==> src/verilog/sec_pkg.sv <==
// constants, types and helpers of the serial eeprom controller
// Behaviour
// (RL1) check location 00h for signature A5h first
// (RL2) load next six bytes, lowest first
// (RL3) flag address loaded after all six bytes
// (RL4) bad signature: stop, address stays unloaded
// (RL5) host writes address when load fails
// (RL6) reload command repeats check and load
// (RL7) memory is 128 locations of 8 bits
// (RL8) host waits for reset-time load to end
// (RL9) host loads data before write commands
// (RL10) busy high starts operation, cleared when done
// (RL11) read byte in data register when busy clears
// (RL12) host leaves command alone while busy
// (RL13) host unlocks memory before erase or write
// (RL14) 30 ms without answer sets timeout
// (RL15) disabled interface frees pins as outputs
// (RL16) 10 clocks short ops, 18 long ops
// (RL17) load-done bit after successful host reload
// (RL18) start, opcode, location, data, msb first
`default_nettype none
package sec_pkg;
  localparam logic [7:0] SIG_BYTE = 8'ha5;
  localparam logic [6:0] SIG_LOC = 7'h00;
  localparam logic [2:0] MAC_LAST = 3'h5;
  localparam logic [4:0] SHORT_BITS = 5'h0a;
  localparam logic [4:0] LONG_BITS = 5'h12;
  localparam logic [4:0] RX_BITS = 5'h08;
  localparam int CLK_MHZ = 50;
  localparam int TIMEOUT_MS = 30;
  localparam int TO_CYC = TIMEOUT_MS * 1000 * CLK_MHZ;
  localparam int TMR_W = 24;
  localparam int SCLK_HALF = 4;
  localparam int CS_GAP = 4;
  localparam logic [7:0] OFF_CMD = 8'h00;
  localparam logic [7:0] OFF_DATA = 8'h04;
  localparam logic [7:0] OFF_STATION_ADDR_LOW_REG = 8'h08;
  localparam logic [7:0] OFF_STATION_ADDR_HIGH_REG = 8'h0c;
  localparam logic [7:0] OFF_ISTS = 8'h10;
  localparam logic [7:0] OFF_IMASK = 8'h14;
  localparam logic [7:0] OFF_PIN = 8'h18;
  localparam int CMD_BUSY = 31;
  localparam int CMD_OP_LSB = 28;
  localparam int CMD_LDONE = 10;
  localparam int CMD_TO = 9;
  localparam int INT_DONE = 0;
  localparam int INT_TO = 1;
  localparam int INT_LOAD = 2;
  localparam int PIN_EN = 0;
  localparam int PIN_GCLK = 1;
  localparam int PIN_GDAT = 2;
  localparam logic [2:0] PIN_RST = 3'h1;
  localparam logic [1:0] SER_EXT = 2'h0;
  localparam logic [1:0] SER_WR = 2'h1;
  localparam logic [1:0] SER_RD = 2'h2;
  localparam logic [1:0] SER_ER = 2'h3;
  localparam logic [6:0] EXT_LOCK = 7'h00;
  localparam logic [6:0] EXT_WRALL = 7'h20;
  localparam logic [6:0] EXT_ERALL = 7'h40;
  localparam logic [6:0] EXT_UNLOCK = 7'h60;

  typedef enum logic [2:0] {
    OP_READ = 3'h0, OP_LOCK = 3'h1, OP_UNLOCK = 3'h2, OP_WRITE = 3'h3,
    OP_WRALL = 3'h4, OP_ERASE = 3'h5, OP_ERALL = 3'h6, OP_RELOAD = 3'h7
  } sec_op_t;
  typedef enum logic [2:0] {
    ST_IDLE = 3'h0, ST_SIG = 3'h1, ST_MAC = 3'h2, ST_OP = 3'h3,
    ST_GAP = 3'h4, ST_POLL = 3'h5
  } sec_st_t;
  typedef struct packed {
    logic cs;
    logic sclk;
    logic dout;
    logic doutOeN;
  } sec_pins_t;
  typedef struct packed {
    logic busy;
    logic done;
    logic sclk;
    logic dout;
    logic [2:0] div;
    logic [4:0] cnt;
    logic [17:0] sr;
    logic [7:0] rd;
  } sec_shst_t;
  typedef struct packed {
    sec_st_t st;
    sec_op_t op;
    logic busy;
    logic go;
    logic reload;
    logic loaded;
    logic loadDone;
    logic to;
    logic [6:0] loc;
    logic [2:0] idx;
    logic [7:0] data;
    logic [31:0] station_addr_low_reg;
    logic [15:0] station_addr_high_reg;
    logic [2:0] ists;
    logic [2:0] imask;
    logic [2:0] pin;
    logic [TMR_W-1:0] timer;
    logic pready;
    logic pslverr;
    logic [31:0] prdata;
    logic irq;
    sec_pins_t pins;
  } sec_cst_t;
  localparam sec_cst_t C_RST = '{st: ST_SIG, op: OP_READ, busy: 1'b1, go: 1'b1,
    pin: PIN_RST, default: '0};

  // serial frame, left aligned in 18 bits
  function automatic logic [17:0] mkFrame(sec_op_t op, logic [6:0] loc, logic [7:0] d);
    logic [1:0] opc;
    logic [6:0] a;
    opc = SER_EXT;
    a = loc;
    case (op)
      OP_READ: opc = SER_RD;
      OP_WRITE: opc = SER_WR;
      OP_ERASE: opc = SER_ER;
      OP_LOCK: a = EXT_LOCK;
      OP_UNLOCK: a = EXT_UNLOCK;
      OP_WRALL: a = EXT_WRALL;
      OP_ERALL: a = EXT_ERALL;
      default: opc = SER_RD;
    endcase
    return {1'b1, opc, a, d}; // [RL18] [RL7]
  endfunction

  function automatic logic [4:0] nBitsOf(sec_op_t op);
    case (op)
      OP_READ, OP_WRITE, OP_WRALL, OP_RELOAD: return LONG_BITS; // [RL16]
      default: return SHORT_BITS; // [RL16]
    endcase
  endfunction
endpackage
`default_nettype wire

==> src/verilog/sec_ctrl.sv <==
// serial eeprom controller: apb registers, address auto-load, host operations
//
// The implementer's own choices: the APB register port and the register offsets.
`default_nettype none
module sec_ctrl
  import sec_pkg::*;
#(
  parameter int TIMEOUT_CYC = TO_CYC
) (
  input wire logic clk,
  input wire logic resetn,
  input wire logic [7:0] paddr,
  input wire logic psel,
  input wire logic penable,
  input wire logic pwrite,
  input wire logic [31:0] pwdata,
  output logic [31:0] prdata,
  output logic pready,
  output logic pslverr,
  output logic irq,
  output logic [47:0] stationAddr,
  output logic addrLoaded,
  input wire logic eepromSerialDataPinIn,
  output logic eepromSerialDataPinOut,
  output logic eepromSerialDataPinOeN,
  output logic eepromSerialClockPin,
  output logic eepromChipSel
);
  sec_cst_t c_ff, nxt;
  logic dinSync;
  logic shBusy;
  logic shDone;
  logic shRx;
  logic shSclk;
  logic shDout;
  logic [7:0] shRd;
  logic [6:0] shLoc;
  sec_op_t shOp;

  sec_sync u_sync (
    .clk(clk),
    .resetn(resetn),
    .d(eepromSerialDataPinIn),
    .q(dinSync)
  );

  // auto-load reads use their own location so the host field is left intact
  always_comb begin
    shOp = c_ff.op;
    shLoc = c_ff.loc;
    if (c_ff.st == ST_SIG) begin
      shOp = OP_READ;
      shLoc = SIG_LOC; // [RL1]
    end else if (c_ff.st == ST_MAC) begin
      shOp = OP_READ;
      shLoc = 7'(c_ff.idx) + 7'h1; // [RL2]
    end
  end

  sec_shift u_shift (
    .clk(clk),
    .resetn(resetn),
    .go(c_ff.go),
    .nBits(nBitsOf(shOp)),
    .frame(mkFrame(shOp, shLoc, c_ff.data)),
    .dinSync(dinSync),
    .busy(shBusy),
    .done(shDone),
    .rxPhase(shRx),
    .sclk(shSclk),
    .dout(shDout),
    .rdByte(shRd)
  );

  always_comb begin
    logic acc;
    logic [31:0] rv;
    logic evDone;
    logic evTo;
    logic evLoad;
    logic finish;
    logic rdFrame;
    acc = psel && penable && c_ff.pready;
    rv = 32'h0;
    evDone = 1'b0;
    evTo = 1'b0;
    evLoad = 1'b0;
    finish = 1'b0;
    rdFrame = 1'b0;
    nxt = c_ff;
    nxt.go = 1'b0;
    // one wait state keeps every bus output on a flop
    nxt.pready = psel && penable && !c_ff.pready;
    nxt.pslverr = 1'b0;
    case (paddr)
      OFF_CMD: rv = {c_ff.busy, c_ff.op, 17'h0, c_ff.loadDone, c_ff.to, c_ff.loaded, 1'b0,
        c_ff.loc};
      OFF_DATA: rv = {24'h0, c_ff.data};
      OFF_STATION_ADDR_LOW_REG: rv = c_ff.station_addr_low_reg;
      OFF_STATION_ADDR_HIGH_REG: rv = {16'h0, c_ff.station_addr_high_reg};
      OFF_ISTS: rv = {29'h0, c_ff.ists};
      OFF_IMASK: rv = {29'h0, c_ff.imask};
      OFF_PIN: rv = {29'h0, c_ff.pin};
      default: nxt.pslverr = nxt.pready;
    endcase
    nxt.prdata = (nxt.pready && !pwrite) ? rv : 32'h0;

    if (acc && pwrite) begin
      case (paddr)
        OFF_CMD: begin
          if (pwdata[CMD_TO]) begin
            nxt.to = 1'b0;
          end
          // a command write starts nothing while an operation runs
          if (!c_ff.busy && pwdata[CMD_BUSY]) begin // [RL10] [RL12]
            nxt.busy = 1'b1;
            nxt.op = sec_op_t'(pwdata[CMD_OP_LSB +: 3]);
            nxt.loc = pwdata[6:0];
            nxt.loadDone = 1'b0;
          end
        end
        OFF_DATA: nxt.data = pwdata[7:0];
        OFF_STATION_ADDR_LOW_REG: nxt.station_addr_low_reg = pwdata;
        OFF_STATION_ADDR_HIGH_REG: nxt.station_addr_high_reg = pwdata[15:0];
        OFF_ISTS: nxt.ists = c_ff.ists & ~pwdata[2:0];
        OFF_IMASK: nxt.imask = pwdata[2:0];
        OFF_PIN: nxt.pin = pwdata[2:0];
        default: nxt.pin = c_ff.pin;
      endcase
    end

    case (c_ff.st)
      ST_IDLE: begin
        if (c_ff.busy) begin
          if (c_ff.op == OP_RELOAD) begin
            nxt.st = ST_SIG; // [RL6]
            nxt.reload = 1'b1;
            nxt.loaded = 1'b0;
            nxt.go = 1'b1;
          end else if (!c_ff.pin[PIN_EN]) begin
            // pins are handed out, so nothing can answer
            finish = 1'b1;
            evTo = 1'b1;
          end else begin
            nxt.st = ST_OP; // [RL10]
            nxt.go = 1'b1;
          end
        end
      end
      ST_SIG: begin
        if (shDone) begin
          if (shRd == SIG_BYTE) begin // [RL1]
            nxt.st = ST_MAC;
            nxt.idx = 3'h0;
            nxt.go = 1'b1;
          end else begin
            nxt.st = ST_IDLE; // [RL4] [RL6]
            nxt.busy = 1'b0;
            nxt.reload = 1'b0;
            evLoad = 1'b1;
          end
        end
      end
      ST_MAC: begin
        if (shDone) begin
          if (!c_ff.idx[2]) begin
            nxt.station_addr_low_reg[{c_ff.idx[1:0], 3'h0} +: 8] = shRd; // [RL2]
          end else begin
            nxt.station_addr_high_reg[{c_ff.idx[0], 3'h0} +: 8] = shRd; // [RL2]
          end
          if (c_ff.idx == MAC_LAST) begin
            nxt.st = ST_IDLE;
            nxt.busy = 1'b0;
            nxt.loaded = 1'b1; // [RL3]
            nxt.loadDone = c_ff.reload; // [RL17]
            nxt.reload = 1'b0;
            evLoad = 1'b1;
          end else begin
            nxt.idx = c_ff.idx + 3'h1;
            nxt.go = 1'b1;
          end
        end
      end
      ST_OP: begin
        if (shDone) begin
          case (c_ff.op)
            OP_READ: begin
              nxt.data = shRd; // [RL11]
              finish = 1'b1;
            end
            OP_LOCK, OP_UNLOCK: finish = 1'b1;
            default: begin
              nxt.st = ST_GAP;
              nxt.timer = '0;
            end
          endcase
        end
      end
      ST_GAP: begin
        nxt.timer = c_ff.timer + 1'b1;
        if (c_ff.timer == TMR_W'(CS_GAP - 1)) begin
          nxt.st = ST_POLL;
          nxt.timer = '0;
        end
      end
      ST_POLL: begin
        // memory holds data low while programming, high when ready
        nxt.timer = c_ff.timer + 1'b1;
        if (dinSync) begin
          finish = 1'b1;
        end else if (c_ff.timer == TMR_W'(TIMEOUT_CYC - 1)) begin
          finish = 1'b1; // [RL14]
          evTo = 1'b1;
        end
      end
      default: nxt.st = ST_IDLE;
    endcase

    if (finish) begin
      nxt.st = ST_IDLE;
      nxt.busy = 1'b0; // [RL10]
      evDone = 1'b1;
    end
    // hardware events win over a clear in the same cycle
    if (evTo) begin
      nxt.to = 1'b1; // [RL14]
    end
    nxt.ists = nxt.ists | {evLoad, evTo, evDone};
    nxt.irq = |(nxt.ists & nxt.imask);

    rdFrame = c_ff.st != ST_OP || c_ff.op == OP_READ;
    // select drops for a clock between frames, else back-to-back reads merge into one
    nxt.pins.cs = c_ff.pin[PIN_EN] && (shBusy || shDone || nxt.st == ST_POLL); // [RL18]
    nxt.pins.sclk = c_ff.pin[PIN_EN] ? shSclk : c_ff.pin[PIN_GCLK]; // [RL15]
    nxt.pins.dout = c_ff.pin[PIN_EN] ? shDout : c_ff.pin[PIN_GDAT]; // [RL15]
    nxt.pins.doutOeN = c_ff.pin[PIN_EN] && (c_ff.st == ST_POLL || (shRx && rdFrame));
  end

  always_ff @(posedge clk) begin
    if (!resetn) begin
      c_ff <= C_RST; // [RL1]
    end else begin
      c_ff <= nxt;
    end
  end

  assign prdata = c_ff.prdata;
  assign pready = c_ff.pready;
  assign pslverr = c_ff.pslverr;
  assign irq = c_ff.irq;
  assign stationAddr = {c_ff.station_addr_high_reg, c_ff.station_addr_low_reg};
  assign addrLoaded = c_ff.loaded;
  assign eepromSerialDataPinOut = c_ff.pins.dout;
  assign eepromSerialDataPinOeN = c_ff.pins.doutOeN;
  assign eepromSerialClockPin = c_ff.pins.sclk;
  assign eepromChipSel = c_ff.pins.cs;
endmodule
`default_nettype wire

==> src/verilog/sec_sync.sv <==
// two-flop synchroniser for the serial data pin
`default_nettype none
module sec_sync (
  input wire logic clk,
  input wire logic resetn,
  input wire logic d,
  output logic q
);
  logic [1:0] s_ff;
  always_ff @(posedge clk) begin
    if (!resetn) begin
      s_ff <= 2'h0;
    end else begin
      s_ff <= {s_ff[0], d};
    end
  end
  assign q = s_ff[1];
endmodule
`default_nettype wire

==> src/verilog/sec_shift.sv <==
// serial frame shifter: drives clock and data, samples returned bits
`default_nettype none
module sec_shift
  import sec_pkg::*;
#(
  parameter int HALF = SCLK_HALF
) (
  input wire logic clk,
  input wire logic resetn,
  input wire logic go,
  input wire logic [4:0] nBits,
  input wire logic [17:0] frame,
  input wire logic dinSync,
  output logic busy,
  output logic done,
  output logic rxPhase,
  output logic sclk,
  output logic dout,
  output logic [7:0] rdByte
);
  sec_shst_t s_ff, nxt_s;
  logic tick;
  logic [4:0] rises_ff;
  logic [4:0] nb_ff;

  assign tick = s_ff.div == 3'(HALF - 1);

  always_comb begin
    nxt_s = s_ff;
    nxt_s.done = 1'b0;
    if (go && !s_ff.busy) begin
      nxt_s.busy = 1'b1;
      nxt_s.div = 3'h0;
      nxt_s.sclk = 1'b0;
      nxt_s.cnt = nBits;
      nxt_s.sr = frame;
      nxt_s.dout = frame[17]; // [RL18]
    end else if (s_ff.busy) begin
      nxt_s.div = tick ? 3'h0 : s_ff.div + 3'h1;
      if (tick && !s_ff.sclk) begin
        nxt_s.sclk = 1'b1;
        nxt_s.rd = {s_ff.rd[6:0], dinSync};
      end else if (tick) begin
        nxt_s.sclk = 1'b0;
        nxt_s.sr = {s_ff.sr[16:0], 1'b0};
        nxt_s.dout = s_ff.sr[16]; // [RL18]
        nxt_s.cnt = s_ff.cnt - 5'h1;
        if (s_ff.cnt == 5'h1) begin // [RL16]
          nxt_s.busy = 1'b0;
          nxt_s.done = 1'b1;
          nxt_s.dout = 1'b0;
        end
      end
    end
  end

  always_ff @(posedge clk) begin
    if (!resetn) begin
      s_ff <= '0;
    end else begin
      s_ff <= nxt_s;
    end
  end

  assign busy = s_ff.busy;
  assign done = s_ff.done;
  assign rxPhase = s_ff.busy && s_ff.cnt <= RX_BITS;
  assign sclk = s_ff.sclk;
  assign dout = s_ff.dout;
  assign rdByte = s_ff.rd;

  // helper: rising edges per frame
  always_ff @(posedge clk) begin
    if (!resetn) begin
      rises_ff <= 5'h0;
      nb_ff <= 5'h0;
    end else if (go && !s_ff.busy) begin
      rises_ff <= 5'h0;
      nb_ff <= nBits;
    end else if (s_ff.busy && tick && !s_ff.sclk) begin
      rises_ff <= rises_ff + 5'h1;
    end
  end
endmodule
`default_nettype wire

==> config.mk <==
export PLATFORM = sky130hd
export DESIGN_NAME = sec_ctrl
export DESIGN_NICKNAME = d
export VERILOG_FILES = /design/src/verilog/sec_pkg.sv /design/src/verilog/sec_ctrl.sv /design/src/verilog/sec_sync.sv /design/src/verilog/sec_shift.sv
export SDC_FILE = /design/constraint.sdc
export NUM_CORES = 1
export LEC_CHECK = 0
export ABC_CLOCK_PERIOD_IN_PS = 3900
export BUFFER_PORTS_ARGS = -buffer_cell sky130_fd_sc_hd__buf_2
export CORE_ASPECT_RATIO = 1.1
export CORE_UTILIZATION = 55
export DETAILED_ROUTE_END_ITERATION = 10
export PLACE_DENSITY = 0.77
export REMOVE_ABC_BUFFERS = 1
export SYNTH_ARGS = -nofsm -noshare
export SYNTH_HDL_FRONTEND = slang
export SYNTH_HIERARCHICAL = 1
export SYNTH_SLANG_ARGS = --single-unit
==> constraint.sdc <==
create_clock -name clk -period 3.9 [get_ports clk]
set_input_delay 0.195 -clock clk [delete_from_list [all_inputs] [get_ports clk]]
set_output_delay 0.195 -clock clk [all_outputs]
set_load 0.01 [all_outputs]
=== Word level (Yosys, flattened, before mapping) ===
Index checks and enable logic that the tools add are counted.

* Word-level logic and storage cells: 249
* Bits of input ports: 46
* Bits in registers: 189
* Output and inout port bits: 88

* Order comparisons: 1
* Equality and inequality tests: 40
* Mux-type cells: 102
* Bitwise logic cells: 8
* Shifts and indexed selects: 4
* Add/subtract/negate cells: 7
* Reduce and logical (&&, ||, !) cells: 53

{| class="wikitable"
|+ Operator list
! kind !! number
|-
| $pmux 32 s7 || 1
|-
| $mux 48 || 2
|-
| $mux 24 || 3
|-
| $pmux 24 s3 || 1
|-
| $mux 3 || 23
|-
| $mux 65 || 1
|-
| $mux 32 || 2
|-
| $mux 23 || 2
|-
| $mux 8 || 5
|-
| $mux 38 || 1
|-
| $mux 1 || 34
|-
| $bwmux 32 || 1
|-
| $mux 16 || 2
|-
| $shift 8x7->32 const A || 1
|-
| $shiftx 8x7->32 || 1
|-
| $pmux 7 s4 || 1
|-
| $eq 3x3->1 const B || 9
|-
| $mux 27 || 1
|-
| $add 24x1->24 const B || 1
|-
| $eq 24x2->1 const B || 1
|-
| $eq 24x21->1 const B || 1
|-
| $eq 8x5->1 const B || 3
|-
| $mux 7 || 3
|-
| $eq 3x2->1 const B || 6
|-
| 46 further kinds || 109
|}

=== Depth between registers and ports, before layout ===
Gate-level depths: netlist (run 1).

* Word-level depth: 9
* Depth in mapped cells: 11

=== Modules after synthesis ===
Netlist (run 1), hierarchy kept.

{| class="wikitable"
|+ By module, submodules not included
! module !! cells an instance !! area each (um^2) !! seq. area each (um^2) !! times used
|-
| sec_ctrl || 859 || 7717.4 || 3002.9 || 1
|-
| sec_shift || 196 || 1729.2 || 740.7 || 1
|-
| sec_sync || 4 || 52.6 || 40.0 || 1
|}

=== Least setup slack after synthesis (run 1) ===
Ideal clock, no wire load.

* Kind: register to register
* Start point: register c_ff[149] in the netlist's numbering
* End point: register u_shift/s_ff[20] in the netlist's numbering
* Path slack: 1.822 ns
* Clock period less this slack: 2.078 ns
* Arrival time: 2.008 ns
* Buffers on the path: 1
* Data required time: 3.830 ns
* Cell stages (with the launch flop): 11
* Path through: dfxtp_1 clkbuf_1 or2_0 and2_1 inv_1 ha_1 mux2i_1 nor2b_1 and3_1 a22oi_1 a21boi_1

* Cells in the longest elaborated chain, start to end: 6
* Elaborated cells between the ends (all ways): 12

{| class="wikitable"
|+ Ends and longest elaborated chain
! item !! RTL line !! text
|-
| start: declaration || sec_ctrl.sv:29 || <nowiki>sec_cst_t c_ff, nxt;</nowiki>
|-
| start signal: assignment || sec_ctrl.sv:243 || <nowiki>c_ff <= nxt;</nowiki>
|-
| $eq 3x2->1 || sec_ctrl.sv:54 || <nowiki>end else if (c_ff.st == ST_MAC) begin</nowiki>
|-
| $mux 3 || sec_ctrl.sv:54 ||
|-
| $mux 3 || sec_ctrl.sv:51 || <nowiki>if (c_ff.st == ST_SIG) begin</nowiki>
|-
| $eq 3x3->1 (tied with other cells) || sec_pkg.sv:119 || <nowiki>case (op)</nowiki>
|-
| $pmux 7 s4 * || sec_pkg.sv:119 ||
|-
| $mux 27 * || sec_shift.sv:31 || <nowiki>if (go && !s_ff.busy) begin</nowiki>
|-
| end signal: assignment || sec_shift.sv:61 || <nowiki>s_ff <= nxt_s;</nowiki>
|-
| end: declaration || sec_shift.sv:21 || <nowiki>sec_shst_t s_ff, nxt_s;</nowiki>
|}

Mark *: on every way between the ends. The rest lies on a longest branch, timed or not.
A chain may end at the register's enable or synchronous reset.

=== Worst setup path in the final report (run 1) ===
* Start point: register c_ff[147] in the netlist's numbering
* End point: register u_shift/s_ff[24] in the netlist's numbering

* Cells in the longest elaborated chain, start to end: 7
* Elaborated cells between the ends (all ways): 13

{| class="wikitable"
|+ Ends and longest elaborated chain
! item !! RTL line
|-
| $eq 3x2->1 || sec_ctrl.sv:54
|-
| $mux 3 || sec_ctrl.sv:54
|-
| $mux 3 * || sec_ctrl.sv:51
|-
| $eq 3x3->1 (tied with other cells) || sec_pkg.sv:119
|-
| $reduce_or 4->1 (no line) || -
|-
| $pmux 2 s3 * || sec_pkg.sv:119
|-
| $mux 27 * || sec_shift.sv:31
|}

Marks and branches as above.

==> flow_summary.toml, run 1 <==
[worst_hold_path]
hold_start = "pwdata[29]"
hold-path-cell-count = 3
worst_hold_path.endpoint = "c_ff[145]$_SDFFE_PN0P_"
min_path_type = "in -> reg"

[worst_setup_path]
critical_path_class = "reg -> reg"
crit-reg2reg-launch = "c_ff[147]$_SDFF_PN1_"
arrival_ns = 3.11
rr_endpoint = "u_shift/s_ff[24]$_SDFFE_PN0P_"
start_kind = "register"
cp-end-kind = "register"
crit_fanout = 20
required_ns = 4.25
reg2reg_depth = 10
ff2ff_setup_slack_ns = 1.13

[floorplanning]
start_util_pct = 56.03
io_pins = 134
row_count = 50
fp.dieH_microns = 139.8
die_w_microns = 127.3
dieArea_sq_um = 17800
core_area_sq_um = 16950

[drt]
wl_per_cell_microns = 18.33
drtIter0Drc = 782
wirelength_microns = 24140
drc_errors = 0
drt-pass1-iter-count = 5
drt.antenna.violating_nets = 0
viasPerCell = 6.012
num_vias = 7918

[cells_and_area]
mostFrequentLayoutCell = "dfxtp_1"
finalNetCount = 1131
area_delta_synth_final_pct = 7.087
finalNonFillerCells = 1317
fillers = 1524
drive_gt1_share_pct = 18.47
antenna_cells = 0
layout_common_cells = "dfxtp_1, buf_2, nand2_1, mux2i_1, nor2_1"

[place]
dpl.hpwl_microns = 16970
dp_cells = 1284
routabilityCongestion = 0.8978
portBuffers = 133

[global_routing]
grt_util_met1_pct = 35.42
use_met2_pct = 44.75
grt_pass1_wl_microns = 38300
antenna_found_initial = 0
top_usage_layer = "met2"
gr-usage-all-layers_pct = 27.28
use_met3_pct = 4.383
grt_pass1_vias = 7334
grt_max_degree = 46
gr-total-overflow = 0

[sta]
fin_skew_ns = 0.01692
fin_crit_ns = 2.766
setup_viol = 0
hold_viol_final = 0
setup_tns_ns = 0
timing.hold.ws_ns = 0.02847
rsz0062_at_grt = "no"
drv_slew = 0
maxSlewHeadroom_pct = 29.76
worstMarginPinSlew_ns = 1.049
finalCritPeriodShare_pct = 70.92
fmax_ghz = 0.3615

[synth]
async_flop_share_pct = 0
yosysSeqAreaShare_pct = 39.83
synth_cells = 1059
syn_area_per_cell_sq_um = 8.970
synth-edff-count = 0
synth_flop_cell = "dfxtp_1"
ys_warn_count = 6
ys_ff_latch = 189
syn_area_sq_um = 9499
ys_types = 80

[clock_network]
cts_tree = "yes"
cts_max_level = 4
cts_sinks = 189
cts_buffers = 17
clk_latency_ns = 0.45
cts_buffer_depth = 2
cts.clk_slew.worst_paths_ns = 0.07
cts_setup_buffers = 0
root_buffer = "clkbuf_16"

[outcome]
status = "finished clean"

[pwr]
p_leak_nw = 4.516
ir_worst_vdd_mv = 0.3253
pwr_density_cell_nw_per_um2 = 386.2

[run]
cap_violations = 0
metrics by stage:
| step | worst slack, ns | power, mW | utilization (%) | instance area, sq um |
|---|---|---|---|---|
| 2_1_floorplan | 0.9777 | 2.122 | - | 8572 |
| 3_3_place_gp | 1.245 | 2.216 | 56.42 | 9565 |
| 3_5_place_dp | 1.182 | 2.218 | 56.42 | 9565 |
| 4_1_cts | 1.158 | 3.937 | 60.00 | 10170 |
| 5_1_grt | 0.9147 | 4.047 | 60.00 | 10170 |
| 6_report | 1.134 | 3.929 | 60.00 | 10170 |
critical path, stage by stage, from the launching register on:
cell and delay, ns:
dfxtp_1 0.76, xnor2_1 0.20, or2_0 0.30, and2_1 0.24
inv_1 0.08, ha_1 0.22, mux2i_1 0.23, nor2b_1 0.22
o21a_1 0.14, a22oi_1 0.08, a21boi_1 0.22
synth_stat cells, types with 9 or more instances:
cell,count,area share (%)
a211oi_1,12,0.95
a21boi_0,18,1.4
a21boi_1,12,0.95
a21oi_1,38,2.0
a22oi_1,30,2.4
a31oi_1,11,0.72
and2_1,20,1.3
and3_1,19,1.3
buf_2,21,1.1
buf_4,90,7.1
clkbuf_1,33,1.3
dfxtp_1,189,40
ha_1,15,2.0
inv_1,18,0.71
mux2i_1,85,9.0
nand2_1,93,3.7
nand3_1,24,1.3
nand4_1,9,0.59
nor2_1,79,3.1
nor2b_1,10,0.66
nor3_1,15,0.79
nor4_1,10,0.66
o21ai_0,33,1.7
o22ai_1,34,2.2
xnor2_1,11,1.0
registers in the layout, summed over array words and instances (netlist names), 2 cells and up:
register,flops
c_ff,62
prdata,32
stationAddr,48
u_shift/rdByte,8
u_shift/s_ff,25
u_sync/s_ff,2
logic make-up (layout without fill, tap and decap cells):
kind of cell	after synthesis	count (layout)	synth area share (%)
fa+ha+maj	15	15	1.976
simple gates	331	331	18.06
buf+inv	167	189	10.59
other cells	2	4	0.07906
xor+xnor	17	17	1.567
compound gates	244	244	17.52
flops	189	189	39.83
mux	94	94	10.38
how the worst max path moves through the flow:
stage	start	end	slack, ns	cells after the start
detailed placement	paddr[3]	c_ff[139]$_SDFF_PN0_	1.18	6
global placement	paddr[3]	c_ff[139]$_SDFF_PN0_	1.24	6
global route	c_ff[147]$_SDFF_PN1_	u_shift/s_ff[24]$_SDFFE_PN0P_	0.91	10
finish	c_ff[147]$_SDFF_PN1_	u_shift/s_ff[24]$_SDFFE_PN0P_	1.13	10
floorplan	paddr[7]	stationAddr[16]$_SDFF_PN0_	0.98	5
CTS	c_ff[147]$_SDFF_PN1_	u_shift/s_ff[24]$_SDFFE_PN0P_	1.16	10
routing by layer:
metal	routed length (microns)	vias to the layer above
met1	10500	3729
met4	825	0
met3	1528	71
li1	-	3761
met2	11290	357
met5	0	-
what timing repair did:
| action | CTS | global route |
|---|---|---|
| hold endpoints to repair | 1 | 0 |
| gates resized for setup | 0 | 0 |
| hold buffers | 1 | 0 |
power breakdown:
part | switching [mW] | leakage, nW | total, mW | internal (mW)
combinational | 0.132 | 2.70 | 0.206 | 0.0747
clock | 0.865 | 0.294 | 1.75 | 0.885
sequential | 0.0283 | 1.53 | 1.97 | 1.94
total | 1.03 | 4.52 | 3.93 | 2.90
final cells by class:
type,instances,area (sq um),area share [%]
inverter,19,71.32,0.7011
clock buffer,18,439.2,4.317
clock inverter,14,157.7,1.550
tap,234,292.8,2.878
multi-input combinational,705,4722,46.42
timing repair buffer,138,705.7,6.937
sequential,189,3784,37.20
Note: power is estimated with default switching activity, not from simulation.
==> run 2: changes to the inputs <==
- ABC_AREA: default -> 1
- ABC_CLOCK_PERIOD_IN_PS: 3900 -> 2450
- CORE_UTILIZATION: 55 -> 53
- clock period: 3.9 -> 2.45 ns (I/O delays scaled with it)
==> run 2 against run 1 <==
Net effect:
- die area is 8.3% higher
- fmax is 25% higher
- global-route usage is 1.4 points higher
- via count rose by 19%
- critical path type unchanged
- total power grew 73%
- hold slack got worse by 0.013 ns
- clock skew is 0.0063 ns lower
- clock power increased by 62%
- combinational power increased to 3.7 times the previous value
- sequential share of layout area shrank 2.8 points
- setup slack worse by 0.89 ns
- count of clock-buffer cells in the layout up 1
==> flow_summary.toml, run 2 <==
[cells_and_area]
largest-register = "c_ff"
antenna_cells = 0
fin_area_sq_um = 11010
finalNonFillerCells = 1746
mostFrequentLayoutCell = "nand2_1"
area_delta_synth_final_pct = 10.92
largest_reg_flops = 62
finalNetCount = 1551
drive_gt1_share_pct = 15.70
layout_common_cells = "nand2_1, dfxtp_1, inv_1, nor2_1, a21oi_1"

[worst_setup_path]
path_cells = "inv_1 -> nand2_1 -> nand2_2 -> nor2_1 -> inv_1 -> ha_1 -> nand2_1 -> nand3_2 -> nor4_1 -> nand2_1 -> a21boi_0 -> a21oi_1"
arrival_ns = 2.57
rr_endpoint = "u_shift/s_ff[19]$_SDFFE_PN0P_"
start_kind = "register"
crit_path_frequent_cell = "nand2_1"
slowest_delay_ns = 0.41
reg2reg_depth = 12
critical_path_class = "reg -> reg"
crit_fanout = 8
cp_num_buf_inv = 2
crit-reg2reg-launch = "c_ff[149]$_SDFF_PN0_"
required_ns = 2.81
cp-end-kind = "register"
cp_top_family = "simple AND/OR/NAND/NOR gates"
slowest_stage = "dfxtp_2"
ff2ff_setup_slack_ns = 0.24

[place]
portBuffers = 133
dpl.hpwl_microns = 19340
dpl-instance-area_sq_um = 10200
dp_slack_ns = 0.1920
dp_cells = 1694
routabilityCongestion = 0.9378

[sta]
fin_skew_ns = 0.01060
drv_slew = 0
setup_viol = 0
hold_viol_final = 0
fin_crit_ns = 2.207
finalCritPeriodShare_pct = 90.07
finalWorstSetupSlack_ns = 0.2434
timing.hold.ws_ns = 0.01549
worstMarginPinSlew_ns = 0.6771
fmax_ghz = 0.4532
rsz0062_at_grt = "no"
setup_tns_ns = 0
maxSlewHeadroom_pct = 54.81

[clock_network]
cts_setup_buffers = 0
cts_sinks = 189
root_buffer = "clkbuf_16"
cts.clk_slew.worst_paths_ns = 0.07
cts_buffer_depth = 2
cts_tree = "yes"
cts_max_level = 4
clk_latency_ns = 0.44
cts_buffers = 17

[synth]
ys_warn_count = 6
yosys-top-cells-count = "nand2_1, dfxtp_1, inv_1, nor2_1, a21oi_1"
syn_area_per_cell_sq_um = 6.950
yosys.area.top_type = "dfxtp_1"
synth-edff-count = 0
ys_types = 52
synth_top_cell_area_share_pct = 38.12
syn_area_sq_um = 9925
synth_cells = 1428
async_flop_share_pct = 0
synth_flop_cell = "dfxtp_1"
yosysSeqAreaShare_pct = 38.12
ys_ff_latch = 189
synth.area.top_cells = "dfxtp_1, nand2_1, a21oi_1, buf_4, inv_1"
synth_most_common_cell = "nand2_1"

[floorplanning]
start_util_pct = 54.09
io_pins = 134
die_w_microns = 132.5
fp.dieH_microns = 145.5
core_area_sq_um = 18350
row_count = 52
dieArea_sq_um = 19280

[drt]
drc_errors = 0
wl_per_cell_microns = 15.54
drt.antenna.violating_nets = 0
wirelength_microns = 27140
viasPerCell = 5.417
num_vias = 9458
drt-pass1-iter-count = 7
drtIter0Drc = 940

[global_routing]
antenna_found_initial = 0
gr-usage-all-layers_pct = 28.69
gr-total-overflow = 0
grt_pass1_wl_microns = 44350
grt_pass1_vias = 8781
grt_max_degree = 63

[worst_hold_path]
hold-path-cell-count = 3
hold_start = "pwdata[28]"
min_path_type = "in -> reg"
worst_hold_path.endpoint = "c_ff[144]$_SDFFE_PN0P_"

[outcome]
status = "finished clean"

[pwr]
p_leak_nw = 4.828
pwr_density_cell_nw_per_um2 = 618.9
ir_worst_vdd_mv = 0.5163

[run]
cap_violations = 0
==> run 2: cell count changes after synthesis, sizes merged, moves of 35 or more <==
cell   before  now
a21oi      39  149
inv        19  163
mux2i      85    0
nand2      93  319
nand3      25   60
nor2       80  161
o21ai      35  106
==> run 2: what timing repair did <==
item                                    CTS  global route
endpoints found under the setup margin    0             6
hold buffers                             20             0
gates resized for setup                   0             4
endpoints found under the hold margin    19             0
==> run 2: kinds of logic after synthesis <==
kind of cell | count (synthesis) | synth area share (%)
compound gates | 315 | 17.45
xor+xnor | 5 | 0.4413
flops | 189 | 38.12
other cells | 2 | 0.07567
simple gates | 602 | 26.71
buf+inv | 300 | 15.30
fa+ha+maj | 15 | 1.891
==> run 2: cell type report <==
class                      count  area (sq um)
tap                          243         304.0
clock buffer                  19         452.9
inverter                     165         620.6
timing repair buffer         176          1064
sequential                   189          3787
multi-input combinational    941          4632
clock inverter                13         147.6
fill                        1722          7340
==> run 2: worst register-to-register path: cells and delay by family, from the launching register on <==
family,cells,cell delay (ns)
DFF,1,0.41
buffers and inverters,2,0.20
and+or+nand+nor,7,1.06
AOI/OAI and AO/OA,2,0.27
adders and majority gates,1,0.19
==> run 2: how the worst max path moves through the flow <==
stage,start,to,cells past startpoint
global route,c_ff[149]$_SDFF_PN0_,u_shift/s_ff[22]$_SDFFE_PN0P_,12
CTS,c_ff[149]$_SDFF_PN0_,u_shift/s_ff[19]$_SDFFE_PN0P_,12
floorplan,pready$_SDFF_PN0_,stationAddr[21]$_SDFF_PN0_,8
detailed placement,c_ff[149]$_SDFF_PN0_,u_shift/s_ff[22]$_SDFFE_PN0P_,12
global placement,c_ff[149]$_SDFF_PN0_,u_shift/s_ff[22]$_SDFFE_PN0P_,12
finish,c_ff[149]$_SDFF_PN0_,u_shift/s_ff[19]$_SDFFE_PN0P_,12
==> run 2: through the flow <==
| step | util (%) | total power, mW |
|---|---|---|
| CTS | 59.96 | 6.807 |
| global placement | 55.60 | 3.988 |
| finish | 60.00 | 6.813 |
| global route | 60.00 | 7.068 |
| floorplan | - | 3.770 |
| detailed placement | 55.60 | 3.999 |
==> run 2: report_power, final <==
part	switching (mW)	internal (mW)
clock network	1.33	1.50
logic	0.505	0.249
registers	0.0702	3.15
total	1.91	4.91
==> run 2: per-layer routing <==
| metal | routed length [microns] | global-route usage [%] | vias up |
|---|---|---|---|
| li1 | - | - | 4670 |
| met5 | 0 | 0 | - |
| met1 | 11690 | 37.92 | 4380 |
| met2 | 12610 | 46.61 | 352 |
| met4 | 771 | 11.44 | 0 |
| met3 | 2066 | 4.772 | 56 |
